## src/pkg/sync_seq_pkg.sv

```systemverilog
package sync_seq_pkg;
   // ****************************************
   // Framing and timing
   // ****************************************
   localparam int CHIPS_PER_SLOT = 960;
   localparam int SLOTS_PER_FRAME = 16;
   localparam int FRAMES_PER_MULTI = 9;
   localparam int SYNC_WORD_CHIPS = 960;
   localparam int SYNC_SLOT = 1;
   localparam int SYNC_FRAME = 0;
   localparam int CHIP_W = 10;
   localparam int SLOT_W = 4;
   localparam int FRAME_W = 4;
   localparam int PEAK_W = 16;
   localparam int CODE_W = 4;
   localparam int LFSR_W = 18;
   localparam logic [LFSR_W-1:0] LFSR_SEED_I = 18'h00001;
   localparam logic [LFSR_W-1:0] LFSR_SEED_Q = 18'h3FFFF;
   localparam int BER_W = 8;

   // ****************************************
   // Modulation and mode encodings
   // ****************************************
   typedef enum logic [1:0] {
      MOD_QPSK = 2'h0,
      MOD_DUAL_BPSK = 2'h1
   } data_mod_e;

   typedef enum logic [1:0] {
      TX_MODE_TWO_WAY = 2'h0,
      TX_MODE_FWD_ONLY = 2'h1,
      TX_MODE_RET_ONLY = 2'h2
   } tx_mode_e;

   typedef enum logic [5:0] {
      ST_UNSYNC = 6'h01,
      ST_FWD_ACQ = 6'h02,
      ST_SYSINFO = 6'h04,
      ST_ACCESS = 6'h08,
      ST_TRAFFIC = 6'h10,
      ST_REACQ = 6'h20
   } seq_state_e;
endpackage : sync_seq_pkg
```

## src/pkg/rand_code_if.sv

```systemverilog
`timescale 1ns/1ps
interface rand_code_if;
   logic restart;
   logic advance;
   logic [sync_seq_pkg::CODE_W-1:0] code_sel;
   logic chip_i;
   logic chip_q;
   modport gen (input restart, input advance, input code_sel, output chip_i, output chip_q);
   modport user (output restart, output advance, output code_sel, input chip_i, input chip_q);
endinterface : rand_code_if

```

## src/logic/rand_code_gen.sv

```systemverilog
`timescale 1ns/1ps
module rand_code_gen (
   // Clock and reset
   input wire logic ref_clk,
   input wire logic rst_n,
   input wire logic clk_en,
   // Control and chips
   rand_code_if.gen rc
);
   logic [sync_seq_pkg::LFSR_W-1:0] lfsr_i_ff;
   logic [sync_seq_pkg::LFSR_W-1:0] lfsr_q_ff;
   logic [sync_seq_pkg::LFSR_W-1:0] seed_i;
   logic [sync_seq_pkg::LFSR_W-1:0] seed_q;

   // Seed offset by code index gives one sequence pair per satellite
   assign seed_i = sync_seq_pkg::LFSR_SEED_I ^ {{(sync_seq_pkg::LFSR_W-sync_seq_pkg::CODE_W){1'b0}}, rc.code_sel};
   assign seed_q = sync_seq_pkg::LFSR_SEED_Q ^ {rc.code_sel, {(sync_seq_pkg::LFSR_W-sync_seq_pkg::CODE_W){1'b0}}};

   // Two Fibonacci registers; restart wins over advance
   always_ff @(posedge ref_clk or negedge rst_n) begin
      if (!rst_n) begin
         lfsr_i_ff <= sync_seq_pkg::LFSR_SEED_I;
         lfsr_q_ff <= sync_seq_pkg::LFSR_SEED_Q;
      end else if (clk_en) begin
         if (rc.restart) begin
            lfsr_i_ff <= seed_i;
            lfsr_q_ff <= seed_q;
         end else if (rc.advance) begin
            lfsr_i_ff <= {lfsr_i_ff[16:0], lfsr_i_ff[17] ^ lfsr_i_ff[6]};
            lfsr_q_ff <= {lfsr_q_ff[16:0], lfsr_q_ff[17] ^ lfsr_q_ff[9] ^ lfsr_q_ff[6] ^ lfsr_q_ff[4]};
         end
      end
   end

   assign rc.chip_i = lfsr_i_ff[17];
   assign rc.chip_q = lfsr_q_ff[17];
endmodule : rand_code_gen

```

## src/logic/satellite_link_sync_sequencer.sv

```systemverilog
`timescale 1ns/1ps
module satellite_link_sync_sequencer #(
   parameter int NUM_CANDIDATES = 4,
   parameter int NUM_CODES = 16,
   parameter logic [7:0] BER_THRESHOLD = 8'h20
) (
   // Clock, reset, enable
   input wire logic ref_clk,
   input wire logic rst_n,
   input wire logic clk_en,
   // Receive-side events from the correlators and demodulator
   input wire logic [NUM_CANDIDATES-1:0] sync_word_hit,
   input wire logic [NUM_CANDIDATES*sync_seq_pkg::PEAK_W-1:0] sync_word_peak,
   input wire logic [NUM_CANDIDATES*sync_seq_pkg::CHIP_W-1:0] sync_word_chip,
   input wire logic pilot_lock,
   input wire logic [sync_seq_pkg::CODE_W-1:0] pilot_code,
   input wire logic broadcast_info_done,
   input wire logic [sync_seq_pkg::FRAME_W-1:0] access_slot,
   input wire logic [sync_seq_pkg::CHIP_W-1:0] access_advance,
   input wire logic [3:0] access_rand_offset,
   input wire logic assign_valid,
   input wire logic [15:0] assign_slot_mask,
   input wire logic [7:0] assign_time_corr,
   input wire logic [7:0] assign_freq_corr,
   input wire logic correction_valid,
   input wire logic [7:0] correction_time,
   input wire logic [7:0] correction_freq,
   input wire logic burst_done,
   input wire logic [sync_seq_pkg::BER_W-1:0] burst_ber,
   input wire logic reacq_request,
   // Configuration
   input wire logic [1:0] tx_mode,
   input wire logic traffic_dual_bpsk,
   input wire logic access_request,
   // Transmit control
   output logic traffic_tx_en,
   output logic access_tx_en,
   output logic [3:0] access_offset_field,
   output logic pi4_qpsk_en,
   output logic complex_rand_en,
   output logic [1:0] data_mod,
   output logic [7:0] time_adjust,
   output logic [7:0] freq_adjust,
   output logic fwd_code_common,
   output logic rand_chip_i,
   output logic rand_chip_q,
   // Status
   output logic [sync_seq_pkg::CHIP_W-1:0] chip_cnt,
   output logic [sync_seq_pkg::SLOT_W-1:0] slot_cnt,
   output logic [sync_seq_pkg::FRAME_W-1:0] frame_cnt,
   output logic [5:0] seq_state,
   output logic fwd_synced,
   output logic sync_lost,
   output logic mode_refused
);
   // ****************************************
   // Declarations
   // ****************************************
   sync_seq_pkg::seq_state_e state_ff;
   sync_seq_pkg::seq_state_e nxt_state;
   logic [sync_seq_pkg::CHIP_W-1:0] chip_ff;
   logic [sync_seq_pkg::SLOT_W-1:0] slot_ff;
   logic [sync_seq_pkg::FRAME_W-1:0] frame_ff;
   logic [sync_seq_pkg::CODE_W-1:0] code_ff;
   logic [15:0] slot_mask_ff;
   logic [7:0] time_adj_ff;
   logic [7:0] freq_adj_ff;
   logic [3:0] offset_ff;
   logic [7:0] ber_acc_ff;
   logic [2:0] ber_cnt_ff;
   logic lost_ff;
   logic refused_ff;
   logic access_sent_ff;
   logic access_active_ff;
   logic [sync_seq_pkg::CHIP_W-1:0] access_chip_ff;
   logic traffic_ff;
   logic access_ff;
   logic best_hit;
   logic [sync_seq_pkg::CHIP_W-1:0] best_chip;
   logic [sync_seq_pkg::PEAK_W-1:0] best_peak;
   logic frame_wrap;
   logic slot_wrap;
   logic code_origin;
   logic access_start;
   logic loss_event;
   logic in_sync_slot;
   logic mode_ok;
   logic [sync_seq_pkg::PEAK_W-1:0] peak_at [NUM_CANDIDATES];
   logic [sync_seq_pkg::CHIP_W-1:0] chip_at [NUM_CANDIDATES];

   rand_code_if rc ();

   // ****************************************
   // Mode check
   // ****************************************
   // No corrections could reach the unit in return-only mode
   assign mode_ok = (tx_mode != sync_seq_pkg::TX_MODE_RET_ONLY);

   // ****************************************
   // Chip, slot and frame counters
   // ****************************************
   assign slot_wrap = (chip_ff == 10'(sync_seq_pkg::CHIPS_PER_SLOT - 1));
   assign frame_wrap = slot_wrap && (slot_ff == 4'(sync_seq_pkg::SLOTS_PER_FRAME - 1));
   assign in_sync_slot = (frame_ff == 4'(sync_seq_pkg::SYNC_FRAME)) && (slot_ff == 4'(sync_seq_pkg::SYNC_SLOT));

   // Sync word picks chip position; otherwise chips, slots and frames count freely
   always_ff @(posedge ref_clk or negedge rst_n) begin
      if (!rst_n) begin
         chip_ff <= '0;
         slot_ff <= '0;
         frame_ff <= '0;
      end else if (clk_en) begin
         if (state_ff == sync_seq_pkg::ST_UNSYNC && best_hit) begin
            // Word lies in slot 1 frame 0; realign to the winning candidate's chip
            chip_ff <= best_chip;
            slot_ff <= 4'(sync_seq_pkg::SYNC_SLOT);
            frame_ff <= 4'(sync_seq_pkg::SYNC_FRAME);
         end else if (slot_wrap) begin
            chip_ff <= '0;
            if (slot_ff == 4'(sync_seq_pkg::SLOTS_PER_FRAME - 1)) begin
               slot_ff <= '0;
               frame_ff <= (frame_ff == 4'(sync_seq_pkg::FRAMES_PER_MULTI - 1)) ? '0 : frame_ff + 4'h1;
            end else begin
               slot_ff <= slot_ff + 4'h1;
            end
         end else begin
            chip_ff <= chip_ff + 10'h001;
         end
      end
   end

   // ****************************************
   // Strongest sync word among candidates
   // ****************************************
   generate
      for (genvar g = 0; g < NUM_CANDIDATES; g++) begin : g_cand
         assign peak_at[g] = sync_word_peak[g*sync_seq_pkg::PEAK_W +: sync_seq_pkg::PEAK_W];
         assign chip_at[g] = sync_word_chip[g*sync_seq_pkg::CHIP_W +: sync_seq_pkg::CHIP_W];
      end
   endgenerate

   // Largest peak wins; lower index wins a tie
   always_comb begin
      best_hit = 1'b0;
      best_peak = '0;
      best_chip = '0;
      for (int k = 0; k < NUM_CANDIDATES; k++) begin
         if (sync_word_hit[k] && (!best_hit || peak_at[k] > best_peak)) begin
            best_hit = 1'b1;
            best_peak = peak_at[k];
            best_chip = chip_at[k];
         end
      end
   end

   // ****************************************
   // Sequencer
   // ****************************************
   assign loss_event = lost_ff || reacq_request;

   always_comb begin
      nxt_state = state_ff;
      unique case (state_ff)
         sync_seq_pkg::ST_UNSYNC: if (best_hit) nxt_state = sync_seq_pkg::ST_FWD_ACQ;
         sync_seq_pkg::ST_FWD_ACQ: if (pilot_lock) nxt_state = sync_seq_pkg::ST_SYSINFO;
         sync_seq_pkg::ST_SYSINFO: if (broadcast_info_done) nxt_state = sync_seq_pkg::ST_ACCESS;
         sync_seq_pkg::ST_ACCESS: begin
            if (assign_valid && access_sent_ff) nxt_state = sync_seq_pkg::ST_TRAFFIC;
         end
         sync_seq_pkg::ST_TRAFFIC: if (loss_event) nxt_state = sync_seq_pkg::ST_REACQ;
         sync_seq_pkg::ST_REACQ: begin
            if (!pilot_lock) nxt_state = sync_seq_pkg::ST_FWD_ACQ;
            else if (assign_valid && access_sent_ff) nxt_state = sync_seq_pkg::ST_TRAFFIC;
         end
         default: nxt_state = sync_seq_pkg::ST_UNSYNC;
      endcase
   end

   // Explicit six-state sequencer
   always_ff @(posedge ref_clk or negedge rst_n) begin
      if (!rst_n) begin
         state_ff <= sync_seq_pkg::ST_UNSYNC;
      end else if (clk_en) begin
         state_ff <= nxt_state;
      end
   end

   // Code index captured at pilot lock
   always_ff @(posedge ref_clk or negedge rst_n) begin
      if (!rst_n) begin
         code_ff <= '0;
      end else if (clk_en && state_ff == sync_seq_pkg::ST_FWD_ACQ && pilot_lock) begin
         if (32'(pilot_code) < NUM_CODES) code_ff <= pilot_code;
      end
   end

   // ****************************************
   // Access burst timing
   // ****************************************
   // Burst starts in frame 0 at the advanced chip plus random offset in the given slot
   assign access_start = clk_en && mode_ok && !access_sent_ff && !access_active_ff
      && (frame_ff == 4'(sync_seq_pkg::SYNC_FRAME)) && (slot_ff == access_slot)
      && (chip_ff == access_advance + 10'(access_rand_offset))
      && ((state_ff == sync_seq_pkg::ST_ACCESS && access_request)
         || (state_ff == sync_seq_pkg::ST_REACQ && reacq_request && pilot_lock));

   // One-slot access burst, once per attempt
   always_ff @(posedge ref_clk or negedge rst_n) begin
      if (!rst_n) begin
         access_active_ff <= 1'b0;
         access_sent_ff <= 1'b0;
         access_chip_ff <= '0;
         offset_ff <= '0;
      end else if (clk_en) begin
         if (access_start) begin
            access_active_ff <= 1'b1;
            access_chip_ff <= '0;
            offset_ff <= access_rand_offset;
         end else if (access_active_ff) begin
            if (access_chip_ff == 10'(sync_seq_pkg::CHIPS_PER_SLOT - 1)) begin
               access_active_ff <= 1'b0;
               access_sent_ff <= 1'b1;
            end
            access_chip_ff <= access_chip_ff + 10'h001;
         end
         if (nxt_state == sync_seq_pkg::ST_TRAFFIC || nxt_state == sync_seq_pkg::ST_FWD_ACQ) begin
            access_sent_ff <= 1'b0;
         end
      end
   end

   // ****************************************
   // Assignment and corrections
   // ****************************************
   // Assignment loads slots and adds its offsets; commands accumulate in traffic
   always_ff @(posedge ref_clk or negedge rst_n) begin
      if (!rst_n) begin
         slot_mask_ff <= '0;
         time_adj_ff <= '0;
         freq_adj_ff <= '0;
      end else if (clk_en) begin
         if (assign_valid && access_sent_ff) begin
            slot_mask_ff <= assign_slot_mask;
            time_adj_ff <= time_adj_ff + assign_time_corr;
            freq_adj_ff <= freq_adj_ff + assign_freq_corr;
         end else if (correction_valid && state_ff == sync_seq_pkg::ST_TRAFFIC) begin
            time_adj_ff <= time_adj_ff + correction_time;
            freq_adj_ff <= freq_adj_ff + correction_freq;
         end
      end
   end

   // ****************************************
   // Burst error monitor
   // ****************************************
   // Average over eight bursts; loss is sticky until traffic restarts
   always_ff @(posedge ref_clk or negedge rst_n) begin
      if (!rst_n) begin
         ber_acc_ff <= '0;
         ber_cnt_ff <= '0;
         lost_ff <= 1'b0;
      end else if (clk_en) begin
         if (state_ff != sync_seq_pkg::ST_TRAFFIC) begin
            ber_acc_ff <= '0;
            ber_cnt_ff <= '0;
            if (nxt_state == sync_seq_pkg::ST_TRAFFIC) lost_ff <= 1'b0;
         end else if (burst_done) begin
            if (ber_cnt_ff == 3'h7) begin
               lost_ff <= ({1'b0, ber_acc_ff} + {4'h0, burst_ber[7:3]}) > {2'h0, BER_THRESHOLD[7:1]};
               ber_acc_ff <= '0;
            end else begin
               ber_acc_ff <= ber_acc_ff + {3'h0, burst_ber[7:3]};
            end
            ber_cnt_ff <= ber_cnt_ff + 3'h1;
         end
      end
   end

   // Refused mode flag
   always_ff @(posedge ref_clk or negedge rst_n) begin
      if (!rst_n) begin
         refused_ff <= 1'b0;
      end else if (clk_en) begin
         refused_ff <= !mode_ok;
      end
   end

   // ****************************************
   // Transmit gating
   // ****************************************
   // Traffic stops on the clock after loss is seen
   always_ff @(posedge ref_clk or negedge rst_n) begin
      if (!rst_n) begin
         traffic_ff <= 1'b0;
         access_ff <= 1'b0;
      end else if (clk_en) begin
         traffic_ff <= (nxt_state == sync_seq_pkg::ST_TRAFFIC) && !loss_event && mode_ok
            && (tx_mode == sync_seq_pkg::TX_MODE_TWO_WAY) && (frame_ff != 4'(sync_seq_pkg::SYNC_FRAME))
            && slot_mask_ff[slot_ff];
         access_ff <= access_start || (access_active_ff && access_chip_ff != 10'(sync_seq_pkg::CHIPS_PER_SLOT - 1));
      end
   end

   // ****************************************
   // Randomization code control
   // ****************************************
   assign code_origin = in_sync_slot && (chip_ff == '0);
   assign rc.code_sel = code_ff;
   // Restart at slot 1 frame 0 unless an access burst is active, or at an async access burst's first chip
   assign rc.restart = (code_origin && !access_active_ff) || access_start;
   // Free-running: no pause in sync bursts or async frames
   assign rc.advance = 1'b1;

   rand_code_gen u_code (
      .ref_clk(ref_clk),
      .rst_n(rst_n),
      .clk_en(clk_en),
      .rc(rc)
   );

   // ****************************************
   // Outputs
   // ****************************************
   assign traffic_tx_en = traffic_ff;
   assign access_tx_en = access_ff;
   assign access_offset_field = offset_ff;
   assign pi4_qpsk_en = 1'b1;
   assign complex_rand_en = 1'b1;
   // Access burst always dual BPSK
   assign data_mod = (access_ff || traffic_dual_bpsk) ? sync_seq_pkg::MOD_DUAL_BPSK : sync_seq_pkg::MOD_QPSK;
   assign time_adjust = time_adj_ff;
   assign freq_adjust = freq_adj_ff;
   assign fwd_code_common = in_sync_slot;
   assign rand_chip_i = rc.chip_i;
   assign rand_chip_q = rc.chip_q;
   assign chip_cnt = chip_ff;
   assign slot_cnt = slot_ff;
   assign frame_cnt = frame_ff;
   assign seq_state = state_ff;
   assign fwd_synced = (state_ff == sync_seq_pkg::ST_ACCESS) || (state_ff == sync_seq_pkg::ST_TRAFFIC);
   assign sync_lost = lost_ff;
   assign mode_refused = refused_ff;
endmodule : satellite_link_sync_sequencer

```

## config.mk

```make
export PLATFORM = sky130hd
export DESIGN_NAME = satellite_link_sync_sequencer
export DESIGN_NICKNAME = d
export VERILOG_FILES = /design/src/pkg/sync_seq_pkg.sv /design/src/pkg/rand_code_if.sv /design/src/logic/rand_code_gen.sv /design/src/logic/satellite_link_sync_sequencer.sv
export SDC_FILE = /design/constraint.sdc
export NUM_CORES = 1
export LEC_CHECK = 0
export ABC_AREA = 1
export ABC_CLOCK_PERIOD_IN_PS = 3530
export CAP_MARGIN = 20
export CORE_MARGIN = 2
export CORE_UTILIZATION = 45
export CTS_CLUSTER_SIZE = 28
export DETAILED_ROUTE_END_ITERATION = 16
export DONT_BUFFER_PORTS = 1
export GPL_ROUTABILITY_DRIVEN = 0
export SYNTH_ARGS = -nofsm -noshare
export SYNTH_HDL_FRONTEND = slang
export SYNTH_SLANG_ARGS = --single-unit
```

## constraint.sdc

```tcl
create_clock -name ref_clk -period 3.53 [get_ports ref_clk]
set_input_delay 0.706 -clock ref_clk [delete_from_list [all_inputs] [get_ports ref_clk]]
set_output_delay 0.706 -clock ref_clk [all_outputs]
set_load 0.02 [all_outputs]
```

Yosys cells after proc, flatten, opt, wreduce, memory -nomap -nowiden:

Index checks and enable logic that the tools add are counted.
W data, S select, Z words.

* output and inout bits: 56
* bits in registers: 127
* input bits: 199
* logic and storage cells: 183

* $lt $le $gt $ge: 5
* eq/ne operators: 21
* add/sub/neg operators: 12
* reduce and logical (&&, ||, !) cells: 65
* multiplexer cells: 54
* bitwise logic cells: 6

Operators by type and width (number)
* $mux W10: 8
* $mux W8: 7
* $gt A16 B16 Y1: 3
* $mux W16: 3
* $mux W18: 2
* $mux W6: 6
* $pmux W6 S6: 1
* $add A8 B8 Y8: 4
* $mux W4: 7
* $logic_and A1 B1 Y1: 27
* $add A10 B1 Y10 const B: 2
* $eq A10 B10 Y1 const B: 2
* $not A18 Y18: 1
* $mux W1: 17
* $reduce_bool A2 Y1: 8
* $eq A6 B2 Y1 const B: 2
* $eq A6 B5 Y1 const B: 2
* $reduce_and A2 Y1: 6
* $add A10 B4 Y10: 1
* $eq A10 B10 Y1: 1
* $logic_not A10 Y1: 1
* $logic_or A1 B1 Y1: 10
* $ne A10 B10 Y1 const B: 1
* $add A8 B5 Y9: 1
* 26 further kinds: 40

Depth between registers and ports, before layout:

Gate-level depths: netlist of run 1.

* word-level depth: 21
* gate-level depth with buffers: 53
* gate-level depth less buffers: 49

By module:

A second synthesis of run 1 with hierarchy kept.

* cell total of the unflattened synthesis: 1370
* area, all modules: 9764.4 um2

By module, submodules not included
* satellite_link_sync_sequencer: area an instance 8191.6 um2, times used 1, cells an instance 1219, seq. area each 2253.4 um2
* rand_code_gen: area an instance 1572.8 um2, times used 1, cells an instance 151, seq. area each 924.6 um2

Worst setup path after synthesis of run 1:

Ideal clock, no wire load.

* path kind: in2reg
* start point: input sync_word_hit[0]
* end point: register chip_ff (netlist bit chip_cnt[4])
* stages: 40
* path slack: -1.823 ns
* library setup time: 0.123 ns
* data required time: 3.407 ns
* arrival: 5.230 ns
* cell sequence: buf_2 > buf_1 > nand2_1 > ha_1 > a21o_1 > nor2_1 > nand2_1 > nand2_1 > nand2_1 > nand2_1 > nand2_1 > nand2_1 > clkbuf_1 > o21ai_0 > ha_1 > nand2_1 > nor3_1 > nand3_1 > (+4 left out) > nand2_1 > o21ai_0 > ha_1 > nand2_1 > inv_1 > o21ai_0 > a21oi_1 > nor2_1 > nand2_1 > nand2_1 > nand2_1 > nand2_1 > clkbuf_1 > nand2_1 > inv_1 > nand2_1 > nand2_1 > a21oi_1

* word-level cells in the longest chain between the ends: 15
* elaborated cells on any way between the ends: 25
* classes of those cells: order compare: 3; mux: 12; reduce/logical: 10

RTL lines
* start, declared: line satellite_link_sync_sequencer.sv:12 `input wire logic [NUM_CANDIDATES-1:0] sync_word_hit,`
* $mux W16 or $mux W1 (tied branches): line satellite_link_sync_sequencer.sv:148 `if (sync_word_hit[k] && (!best_hit || peak_at[k] > best_peak)) begin`
* $gt A16 B16 Y1 or $logic_not A1 Y1 (tied branches): line satellite_link_sync_sequencer.sv:148
* $logic_or A1 B1 Y1: line satellite_link_sync_sequencer.sv:148
* $logic_and A1 B1 Y1: line satellite_link_sync_sequencer.sv:148
* $mux W16 or $mux W1 (tied branches): line satellite_link_sync_sequencer.sv:148
* $gt A16 B16 Y1 or $logic_not A1 Y1 (tied branches): line satellite_link_sync_sequencer.sv:148
* $logic_or A1 B1 Y1: line satellite_link_sync_sequencer.sv:148
* $logic_and A1 B1 Y1: line satellite_link_sync_sequencer.sv:148
* $mux W16 or $mux W1 (tied branches): line satellite_link_sync_sequencer.sv:148
* $gt A16 B16 Y1 or $logic_not A1 Y1 (tied branches): line satellite_link_sync_sequencer.sv:148
* $logic_or A1 B1 Y1: line satellite_link_sync_sequencer.sv:148
* $logic_and A1 B1 Y1: line satellite_link_sync_sequencer.sv:148
* $mux W1: line satellite_link_sync_sequencer.sv:148
* $logic_and A1 B1 Y1: line satellite_link_sync_sequencer.sv:113 `if (state_ff == sync_seq_pkg::ST_UNSYNC && best_hit) begin`
* $mux W10 (*): line satellite_link_sync_sequencer.sv:113
* end signal, assigned: line satellite_link_sync_sequencer.sv:115 `chip_ff <= best_chip;`
* end signal, assigned: line satellite_link_sync_sequencer.sv:127 `chip_ff <= chip_ff + 10'h001;`
* end, declared: line satellite_link_sync_sequencer.sv:61 `logic [sync_seq_pkg::CHIP_W-1:0] chip_ff;`

Every way passes the cells marked *; elsewhere a longest branch is shown, timed or not.
A chain may end at the register's enable or synchronous reset.

Worst setup path in the final report of run 1:

* start point: input sync_word_hit[0]
* end point: register chip_ff (netlist bit chip_cnt[2])

Same word-level chain as after synthesis.

==> out/qor.yml, run 1 <==
setup_path:
  crit_path_start: "sync_word_hit[0]"
  startpoint_type: "primary input"
  worst-path-max-fanout: 28
  critical_path_at_ps: 5040
  critPathTopFamily: "buffers and inverters"
  setup.worst_path.end_class: "flip-flop"
  worst_r2r_src: "frame_cnt[0]"
  startpoint_to_endpoint_class_of_the_critical_path: "in2reg"
  worst_path_most_repeated_cell: "sky130_fd_sc_hd__buf_4"
  cpPeakStageDelay_ps: 310
  critical_path.slowest_cell: "sky130_fd_sc_hd__ha_1"
  required_time_reported_for_the_critical_path_endpoint_ps: 3830
  cp.buffers_inverters: 15
yosys:
  synth-edff-count: 0
  synth_area_per_cell_um2: 6.987
  yosys_most_used_dff: "sky130_fd_sc_hd__dfrtp_1"
  synth_sequential_area_ratio_pct: 33.20
  synth_seq_cells: 126
  yosysUniqueCellTypes: 55
  library_cell_with_the_highest_instance_count_after_synthesis: "sky130_fd_sc_hd__nand2_1"
  post_synthesis_cell_type_with_the_largest_combined_area: "sky130_fd_sc_hd__dfrtp_1"
  ys.warnings.count: 0
  synth.top_cells.by_count: "sky130_fd_sc_hd__nand2_1 (440), sky130_fd_sc_hd__inv_1 (151), sky130_fd_sc_hd__o21ai_0 (117)"
  netlist_area_um2: 9572
  netlist_instances: 1370
  postSynth.asyncResetShare_pct: 100.0
  synth.top_cell.area_share_pct: 27.71
  post_synth_main_area_contributors: "sky130_fd_sc_hd__dfrtp_1 (28%), sky130_fd_sc_hd__nand2_1 (17%), sky130_fd_sc_hd__ha_1 (10%)"
route:
  avgViaCountPerCell: 5.271
  drc_errors: 0
  postRouteAntennaNets: 0
  drt_wl_total_mm: 26.97
  wl_per_cell_um: 15.80
  via_count: 8997
  drt-pass1-iter-count: 5
  detail_route.iter0.violations: 339
clocking:
  cts_tree: "built"
  clock_path_buffers: 2
  cts_num_sinks: 126
  tritoncts.num_buffers: 17
  htreeDepth: 4
  clock_latency_ps: 420
  clk_pin_slew_worst_paths_ps: 60
  library_cell_used_as_clock_root_buffer: "sky130_fd_sc_hd__clkbuf_16"
place:
  dpl.hpwl_mm: 19.54
  io_buffer_count: 0
  placement.setup.worst_slack_ps: -1576
die:
  design.die.area_um2: 22450
  floorplan.core_area_um2: 20960
  die_width_um: 149.8
  die_y_um: 149.8
  starting_utilization_of_the_core_area_pct: 45.68
  rows: 53
  num_io_pins: 255
cells_and_area:
  num_antenna_cells: 0
  area_occupied_by_registers_um2: 3178
  final_layout_size_suffix_gt1_share_pct: 20.81
  multi_input_comb_area_um2: 6171
  syn_to_final_growth_pct: 22.42
  fill_cells: 1996
  finish.net_count: 1702
  finalCoreUtilization_pct: 55.92
sta:
  finClkSkew_ps: 11.59
  drv_slew: 0
  period_minus_slack_ps: 4737
  tns_ps: -11720
  finalSetupViolCount: 10
  whs_ps: 123.1
  timing.final.hold_violations: 0
  rsz0062_at_grt: "true"
  worst_pin_slew_ps: 712.9
  post-route-period-util_pct: 134.2
  setup_ws_ps: -1207
  relSlewSlack_pct: 52.30
  maxClockFrequency_mhz: 211.1
run:
  max-cap-violations: 0
grt:
  wire_length_of_the_first_global_routing_pass_mm: 42.33
  global_route_usage_over_all_layers_pct: 23.84
  globalRouteOverflowTotal: 0
  maximum_number_of_pins_on_one_net_before_global_route_repair: 107
  first_global_vias: 8490
  antenna_found_initial: 0
run_status:
  outcome: "complete, but fails checks"
  failed_checks: "setup timing"
power:
  total_power_mw: 6.026
  cellPowerDensity_nw_per_um2: 514.3
  vdd_drop_max_mv: 0.3193
  power_leakage_nw: 5.914
worst_hold_path:
  min_path_type: "in2async"
[final timing paths]
kind	end	slack [ps]	cells past startpoint
max	chip_cnt[2]	-1210	38
min	u_code.lfsr_q_ff[15]	120	0
max reg2reg	u_code.lfsr_i_ff[8]	840	8
min reg2reg	u_code.lfsr_q_ff[14]	470	2
max in group asynchronous	u_code.lfsr_i_ff[12]	2840	1
min in group ref_clk	slot_mask_ff[9]	390	2
[metrics by stage]
stage / area [µm²] / instances
CTS: 11220 / 1700
detailed placement: 10210 / 1647
global placement: 10210 / 1647
finish: 11720 / 1707
global route: 11720 / 1707
floorplan: 9786 / 1371
[per-layer routing]
metal,vias to the layer above,track usage [%],wire length [µm]
li1,4548,-,-
met1,4132,30.39,11680
met2,269,39.04,12660
met3,48,6.799,1865
met4,0,7.642,759
met5,-,0,0
[sequential cells by signal (all words and copies together), names as in the netlist, 3 cells and up]
signal	cells
seq_state	6
access_offset_field	4
slot_cnt	4
chip_cnt	10
ber_acc_ff	8
u_code.lfsr_i_ff	18
code_ff	4
slot_mask_ff	16
freq_adjust	8
frame_cnt	4
ber_cnt_ff	3
access_chip_ff	10
time_adjust	8
u_code.lfsr_q_ff	18
[layout by cell type, fill, tap and decap left out, types with 14 or more instances in the layout]
master                      Yosys  routed
sky130_fd_sc_hd__nor2_2        10      14
sky130_fd_sc_hd__inv_1        151     144
sky130_fd_sc_hd__or2_2         19      19
sky130_fd_sc_hd__dfrtp_1      106     106
sky130_fd_sc_hd__clkbuf_16      0      21
sky130_fd_sc_hd__a21oi_2        0      18
sky130_fd_sc_hd__ha_1          80      66
sky130_fd_sc_hd__o21ai_2        0      25
sky130_fd_sc_hd__o21ai_1        4      16
sky130_fd_sc_hd__o21ai_0      117      80
sky130_fd_sc_hd__nand3_1       89      87
sky130_fd_sc_hd__nand2_1      440     396
sky130_fd_sc_hd__nand2_4        3      19
sky130_fd_sc_hd__o22ai_1       19      19
sky130_fd_sc_hd__dfstp_2       20      20
sky130_fd_sc_hd__xor2_1        20      20
sky130_fd_sc_hd__buf_4          5      61
sky130_fd_sc_hd__nand2_2        2      28
sky130_fd_sc_hd__a21oi_1       66      48
sky130_fd_sc_hd__nor2_1        84      79
[power breakdown]
group	switching [mW]	internal, mW
Clock	0.757	1.14
Sequential	0.447	1.72
Combinational	1.14	0.821
[repair_timing]
| item | in CTS | in global routing |
|---|---|---|
| hold buffers | 1 | 0 |
| cloned | 5 | 4 |
| setup endpoints to repair | 10 | 10 |
| endpoints found under the hold margin | 106 | 0 |
| gates resized for setup | 37 | 111 |
| buffers inserted | 15 | 4 |
| pin swaps | 17 | 58 |
[kinds of logic after synthesis]
family,count (synthesis),share of synthesized area (%)
AO/OA/AOI/OAI,237,13.58
XOR/XNOR,30,2.745
adder cells (fa/ha/maj),84,11.29
buffers and inverters,207,8.640
flip-flops,126,33.20
multiplexers,3,0.3268
other,2,0.07846
AND/OR/NAND/NOR,681,30.13
[final cells by class]
| cell class | count | area share (%) |
|---|---|---|
| Timing Repair Buffer | 78 | 6.855 |
| Inverter | 158 | 5.083 |
| Sequential cell | 126 | 27.12 |
| Clock buffer | 17 | 3.631 |
| Clock inverter | 15 | 1.708 |
| Tap cell | 275 | 2.936 |
| Multi-Input combinational cell | 1038 | 52.66 |
Power figures use the tool's default switching activity.
==> run 2, diff against run 1 <==
--- a/config.mk
+++ b/config.mk
@@ -14,6 +14,7 @@
 export DETAILED_ROUTE_END_ITERATION = 16
 export DONT_BUFFER_PORTS = 1
 export GPL_ROUTABILITY_DRIVEN = 0
+export GPL_TIMING_DRIVEN = 0
 export SYNTH_ARGS = -nofsm -noshare
 export SYNTH_HDL_FRONTEND = slang
 export SYNTH_SLANG_ARGS = --single-unit
==> out/qor.yml, run 2 (synthesis gave the netlist of run 1 again) <==
run_status:
  outcome: "complete, but fails checks"
  failed_checks: "setup timing"
grt:
  antenna_found_initial: 0  # unchanged
  use_met3_pct: 6.646  # -0.15 points
  first_global_vias: 8650  # +1.9%
  maximum_number_of_pins_on_one_net_before_global_route_repair: 107  # unchanged
  global_route_usage_over_all_layers_pct: 24.74  # +0.90 points
  grt_use_met1_pct: 32.53  # +2.1 points
  wire_length_of_the_first_global_routing_pass_mm: 43.65  # +3.1%
  globalRouteMet2Util_pct: 40.05  # +1.0 points
  gr-max-usage-layer: "met2"
  globalRouteOverflowTotal: 0  # unchanged
setup_path:
  setup.worst_path.end: "chip_cnt[0]"
  cp_num_cells: 41  # +7.9%
  worstReg2RegEnd: "time_adjust[7]"
  rr_worst_depth: 16  # +8
  critPathTopFamily: "simple AND/OR/NAND/NOR gates"
  cpPeakStageDelay_ps: 320  # about the same
  worst_path_most_repeated_cell: "sky130_fd_sc_hd__nand2_1"
  critical_path_at_ps: 5100  # +60 ps
  r2r_setup_slack_ps: 450  # -390 ps
  setup.worst_path.end_class: "flip-flop"
  critical_path.slowest_cell: "sky130_fd_sc_hd__ha_1"
  cp.buffers_inverters: 7  # -8
  required_time_reported_for_the_critical_path_endpoint_ps: 3840  # about the same
  worst_r2r_src: "access_sent_ff"
  worst-path-max-fanout: 8  # -71%
  crit_path_start: "sync_word_hit[0]"
  startpoint_to_endpoint_class_of_the_critical_path: "in2reg"
  startpoint_type: "primary input"
sta:
  post-route-period-util_pct: 135.8  # +1.6 points
  relSlewSlack_pct: 53.70  # +1.4 points
  period_minus_slack_ps: 4794  # +57.54 ps
  finClkSkew_ps: 11.72  # +0.1361 ps
  rsz0062_at_grt: "true"
  whs_ps: 122.9  # -0.1770 ps
  maxClockFrequency_mhz: 208.6  # -1.2%
  setup_ws_ps: -1264  # -57.54 ps
  finalSetupViolCount: 10  # unchanged
  timing.final.hold_violations: 0  # unchanged
  drv_slew: 0  # unchanged
  worst_pin_slew_ps: 692.0  # -20.92 ps
die:
  starting_utilization_of_the_core_area_pct: 45.68  # unchanged
  die_width_um: 149.8  # unchanged
  rows: 53  # unchanged
  die_y_um: 149.8  # unchanged
  floorplan.core_area_um2: 20960  # unchanged
  design.die.area_um2: 22450  # unchanged
  num_io_pins: 255  # unchanged
cells_and_area:
  most-common-layout-cells: "sky130_fd_sc_hd__nand2_1 (410), sky130_fd_sc_hd__inv_1 (151), sky130_fd_sc_hd__dfrtp_1 (106), sky130_fd_sc_hd__nand3_1 (88)"
  largestRegisters: "u_code.lfsr_i_ff (18), u_code.lfsr_q_ff (18), slot_mask_ff (16)"
  finish.net_count: 1694  # -0.47%
  layout_commonest_cell: "sky130_fd_sc_hd__nand2_1"
  final_layout_size_suffix_gt1_share_pct: 16.08  # -4.7 points
  num_antenna_cells: 0  # unchanged
  syn_to_final_growth_pct: 19.08
power:
  vdd_drop_max_mv: 0.3352  # +5.0%
  power_leakage_nw: 5.742  # -2.9%
  total_power_mw: 5.881  # -2.4%
  cellPowerDensity_nw_per_um2: 516.0  # +0.33%
route:
  drc_errors: 0  # unchanged
  wl_per_cell_um: 16.20  # +2.5%
  postRouteAntennaNets: 0  # unchanged
  drt_wl_total_mm: 27.53  # +2.1%
  detail_route.iter0.violations: 404  # +19%
  via_count: 9044  # +0.52%
  drt-pass1-iter-count: 4  # -1
  avgViaCountPerCell: 5.323  # +1.0%
worst_hold_path:
  min_path_type: "in2async"
place:
  io_buffer_count: 0  # unchanged
  dpl.hpwl_mm: 20.62  # +5.5%
clocking:
  clk_pin_slew_worst_paths_ps: 60  # about the same
  htreeDepth: 4  # unchanged
  cts_tree: "built"
  clock_latency_ps: 430  # about the same
  clock_path_buffers: 2  # unchanged
  tritoncts.num_buffers: 17  # unchanged
  library_cell_used_as_clock_root_buffer: "sky130_fd_sc_hd__clkbuf_16"
  cts_num_sinks: 126  # unchanged
run:
  max-cap-violations: 0  # unchanged
-- run 2: routing by layer --
layer / part of all wire, % / wire [µm]
met2: 47 / 12880
met5: 0 / 0
met4: 2.2 / 607
met3: 7.8 / 2155
met1: 43 / 11880
-- run 2: stage by stage --
step / cells / cell area (µm²) / setup WS [ps] / TNS, ps / utilization [%]
after CTS: 1695 / 11130 / -1223 / -12150 / 53.13
after floorplan: 1371 / 9786 / -1141 / -11330 / -
final: 1699 / 11400 / -1264 / -12530 / 54.39
after global routing: 1699 / 11400 / -1637 / -16190 / 54.39
after global placement: 1646 / 10130 / -1975 / -19470 / 48.34
after detailed placement: 1646 / 10130 / -1980 / -19700 / 48.34
-- run 2: worst min-delay path by stage --
stage	from	to	slack (ps)	cells past startpoint
floorplan	rst_n	access_active_ff	410	0
global placement	rst_n	ber_acc_ff[2]	410	0
detailed placement	rst_n	ber_acc_ff[2]	410	0
CTS	rst_n	u_code.lfsr_i_ff[0]	110	0
global route	rst_n	u_code.lfsr_i_ff[0]	110	0
finish	rst_n	u_code.lfsr_i_ff[0]	120	0
-- run 2: layout make-up --
class	instances	area (µm²)
fill	2063	9557
multi-input combinational	1038	6008
sequential	126	3178
inverter	158	599.3
clock buffer	19	452.9
buffer	49	390.4
tap	275	344.1
timing repair buffer	21	261.5
clock inverter	13	163.9
-- run 2: where the power goes --
group	switching (mW)	leakage (nW)	internal, mW	total [mW]
combinational	1.12	3.88	0.733	1.86
sequential	0.461	1.58	1.72	2.18
clock	0.698	0.288	1.15	1.85
-- run 2: worst register-to-register path: cells and delay by family, from the launching register on --
| family | cells | cell delay, ps |
|---|---|---|
| adder cells (fa/ha/maj) | 1 | 330 |
| flip-flops | 1 | 460 |
| AO/OA/AOI/OAI | 4 | 590 |
| XOR/XNOR | 1 | 140 |
| buffers and inverters | 2 | 650 |
| AND/OR/NAND/NOR | 8 | 840 |
-- run 2: what timing repair did --
action	CTS	global route
pin swaps	29	24
buffers inserted	8	2
gates cloned	8	2
setup endpoints to repair	10	14
hold buffers	1	0
hold endpoints to repair	106	0
resized for setup	55	54
==> run 3, diff against run 2 <==
--- a/config.mk
+++ b/config.mk
@@ -15,6 +15,7 @@
 export DONT_BUFFER_PORTS = 1
 export GPL_ROUTABILITY_DRIVEN = 0
 export GPL_TIMING_DRIVEN = 0
+export SKIP_CTS_REPAIR_TIMING = 1
 export SYNTH_ARGS = -nofsm -noshare
 export SYNTH_HDL_FRONTEND = slang
 export SYNTH_SLANG_ARGS = --single-unit
==> out/qor.yml, run 3 (synthesis gave the netlist of run 1 again) <==
run_status:
  outcome: "complete, but fails checks"
  failed_checks: "setup timing"
route:
  top_signal_layer_used: "met4"
  routed-wl-met2_mm: 12.96  # +0.61%
  postRouteAntennaNets: 0  # unchanged
  detail_route.iter0.violations: 407  # +0.74%
  via_count: 9011  # -0.36%
  drt-pass1-iter-count: 5  # +1
  dr_wl_met3_mm: 2.151  # -0.19%
  drt_wl_total_mm: 27.58  # +0.20%
  wl_per_cell_um: 16.27  # +0.44%
  drc_errors: 0  # unchanged
  m1WireLength_mm: 11.87  # -0.13%
  avgViaCountPerCell: 5.316  # -0.13%
run:
  max-cap-violations: 0  # unchanged
clocking:
  cts_tree: "built"
  clock_latency_ps: 440  # about the same
  clk_pin_slew_worst_paths_ps: 60  # about the same
  tritoncts.num_buffers: 17  # unchanged
  cts_num_sinks: 126  # unchanged
  clock_path_buffers: 2  # unchanged
  library_cell_used_as_clock_root_buffer: "sky130_fd_sc_hd__clkbuf_16"
  htreeDepth: 4  # unchanged
place:
  placement.setup.worst_slack_ps: -1980  # unchanged
  io_buffer_count: 0  # unchanged
  placedInstanceArea_um2: 10130  # unchanged
  dpl.hpwl_mm: 20.62  # unchanged
sta:
  post-route-period-util_pct: 142.9  # +7.1 points
  worst_pin_slew_ps: 706.1  # +14.10 ps
  period_minus_slack_ps: 5044  # +250.3 ps
  finalSetupViolCount: 10  # unchanged
  rsz0062_at_grt: "true"
  whs_ps: 113.3  # -9.571 ps
  setup_ws_ps: -1514  # -250.3 ps
  drv_slew: 0  # unchanged
  timing.final.hold_violations: 0  # unchanged
  maxClockFrequency_mhz: 198.2  # -5.0%
  finClkSkew_ps: 13.27  # +1.547 ps
  relSlewSlack_pct: 52.93  # -0.77 points
setup_path:
  required_time_reported_for_the_critical_path_endpoint_ps: 3840  # about the same
  r2r_setup_slack_ps: 470  # +20 ps
  worstReg2RegEnd: "time_adjust[7]"
  crit_path_start: "sync_word_hit[0]"
  setup.worst_path.end_class: "flip-flop"
  worst-path-max-fanout: 7  # -1
  rr_worst_depth: 16  # unchanged
  startpoint_to_endpoint_class_of_the_critical_path: "in2reg"
  cpPeakStageDelay_ps: 320  # about the same
  cp_num_cells: 41  # unchanged
  critical_path.slowest_cell: "sky130_fd_sc_hd__ha_1"
  startpoint_type: "primary input"
  worst_path_most_repeated_cell: "sky130_fd_sc_hd__nand2_1"
  critPathTopFamily: "simple AND/OR/NAND/NOR gates"
  cp.buffers_inverters: 7  # unchanged
  critical_path_at_ps: 5360  # +260 ps
  setup.worst_path.end: "chip_cnt[4]"
  worst_r2r_src: "access_sent_ff"
die:
  starting_utilization_of_the_core_area_pct: 45.68  # unchanged
  design.die.area_um2: 22450  # unchanged
  floorplan.core_area_um2: 20960  # unchanged
  die_width_um: 149.8  # unchanged
  die_y_um: 149.8  # unchanged
  rows: 53  # unchanged
  num_io_pins: 255  # unchanged
cells_and_area:
  syn_to_final_growth_pct: 19.28
  largestRegisters: "u_code.lfsr_i_ff (18), u_code.lfsr_q_ff (18), slot_mask_ff (16)"
  most-common-layout-cells: "sky130_fd_sc_hd__nand2_1 (404), sky130_fd_sc_hd__inv_1 (148), sky130_fd_sc_hd__dfrtp_1 (106), sky130_fd_sc_hd__nand3_1 (88), sky130_fd_sc_hd__o21ai_0 (83)"
  finalInstanceArea_um2: 11420  # +0.16%
  num_antenna_cells: 0  # unchanged
  finish.net_count: 1690  # -0.24%
  final_layout_size_suffix_gt1_share_pct: 16.55  # +0.47 points
  layout_commonest_cell: "sky130_fd_sc_hd__nand2_1"
grt:
  antenna_found_initial: 0  # unchanged
  first_global_vias: 8437  # -2.5%
  global_route_usage_over_all_layers_pct: 23.87  # -0.88 points
  maximum_number_of_pins_on_one_net_before_global_route_repair: 127  # +19%
  wire_length_of_the_first_global_routing_pass_mm: 42.25  # -3.2%
  globalRouteOverflowTotal: 0  # unchanged
power:
  power_leakage_nw: 5.729  # -0.23%
  cellPowerDensity_nw_per_um2: 516.7  # +0.14%
  vdd_drop_max_mv: 0.3367  # +0.46%
worst_hold_path:
  min_path_type: "in2async"
[run 3: cell types whose count changed in the layout (fill, tap and decap cells not counted), moves of 4 or more]
cell / previous run / this run
sky130_fd_sc_hd__nand2_2: 22 / 27
sky130_fd_sc_hd__o21ai_2: 17 / 24
sky130_fd_sc_hd__nand2_1: 410 / 404
sky130_fd_sc_hd__buf_4: 16 / 12
sky130_fd_sc_hd__o21ai_1: 21 / 12
[run 3: worst register-to-register path, delay by kind of cell (launching register included)]
kind,cells,cell delay (ps)
buffers and inverters,2,640
adders and majority gates,1,330
DFF,1,460
xor gates and xnor gates,1,140
AOI/OAI and AO/OA,4,590
and+or+nand+nor,8,820
[run 3: cell type report]
| cell class | count | area [µm²] |
|---|---|---|
| Inverter | 158 | 599.3 |
| Tap cell | 275 | 344.1 |
| Sequential cell | 126 | 3178 |
| Clock buffer | 19 | 452.9 |
| Clock inverter | 13 | 163.9 |
| Multi-Input combinational cell | 1038 | 6031 |
| Buffer | 49 | 370.4 |
| Fill cell | 2060 | 9538 |
| Timing Repair Buffer | 17 | 277.8 |
[run 3: metal layers]
metal  up-vias  track usage, %
met5         -               0
li1       4524               -
met3        45           6.494
met1      4185           31.26
met2       257           38.65
met4         0           6.934
[run 3: worst min path at each step]
stage | start | end | depth (start not counted) | slack, ps
2_1_floorplan | rst_n | access_active_ff | 0 | 410
3_3_place_gp | rst_n | ber_acc_ff[2] | 0 | 410
3_5_place_dp | rst_n | ber_acc_ff[2] | 0 | 410
4_1_cts | rst_n | ber_acc_ff[1] | 0 | -50
5_1_grt | rst_n | u_code.lfsr_i_ff[0] | 0 | 100
6_report | rst_n | u_code.lfsr_i_ff[0] | 0 | 110
[run 3: where the power goes]
| part | switching [mW] | leakage, nW | internal (mW) |
|---|---|---|---|
| Clock | 0.694 | 0.288 | 1.15 |
| Combinational | 1.14 | 3.86 | 0.745 |
| Sequential | 0.457 | 1.58 | 1.72 |
[run 3: metrics by stage]
step	utilization (%)	power, mW	instances	setup TNS [ps]
detailed placement	48.34	3.838	1646	-19700
CTS	51.28	5.703	1678	-15270
global placement	48.34	3.804	1646	-19470
global route	54.48	6.305	1695	-18050
finish	54.48	5.899	1695	-14760
floorplan	-	3.376	1371	-11330
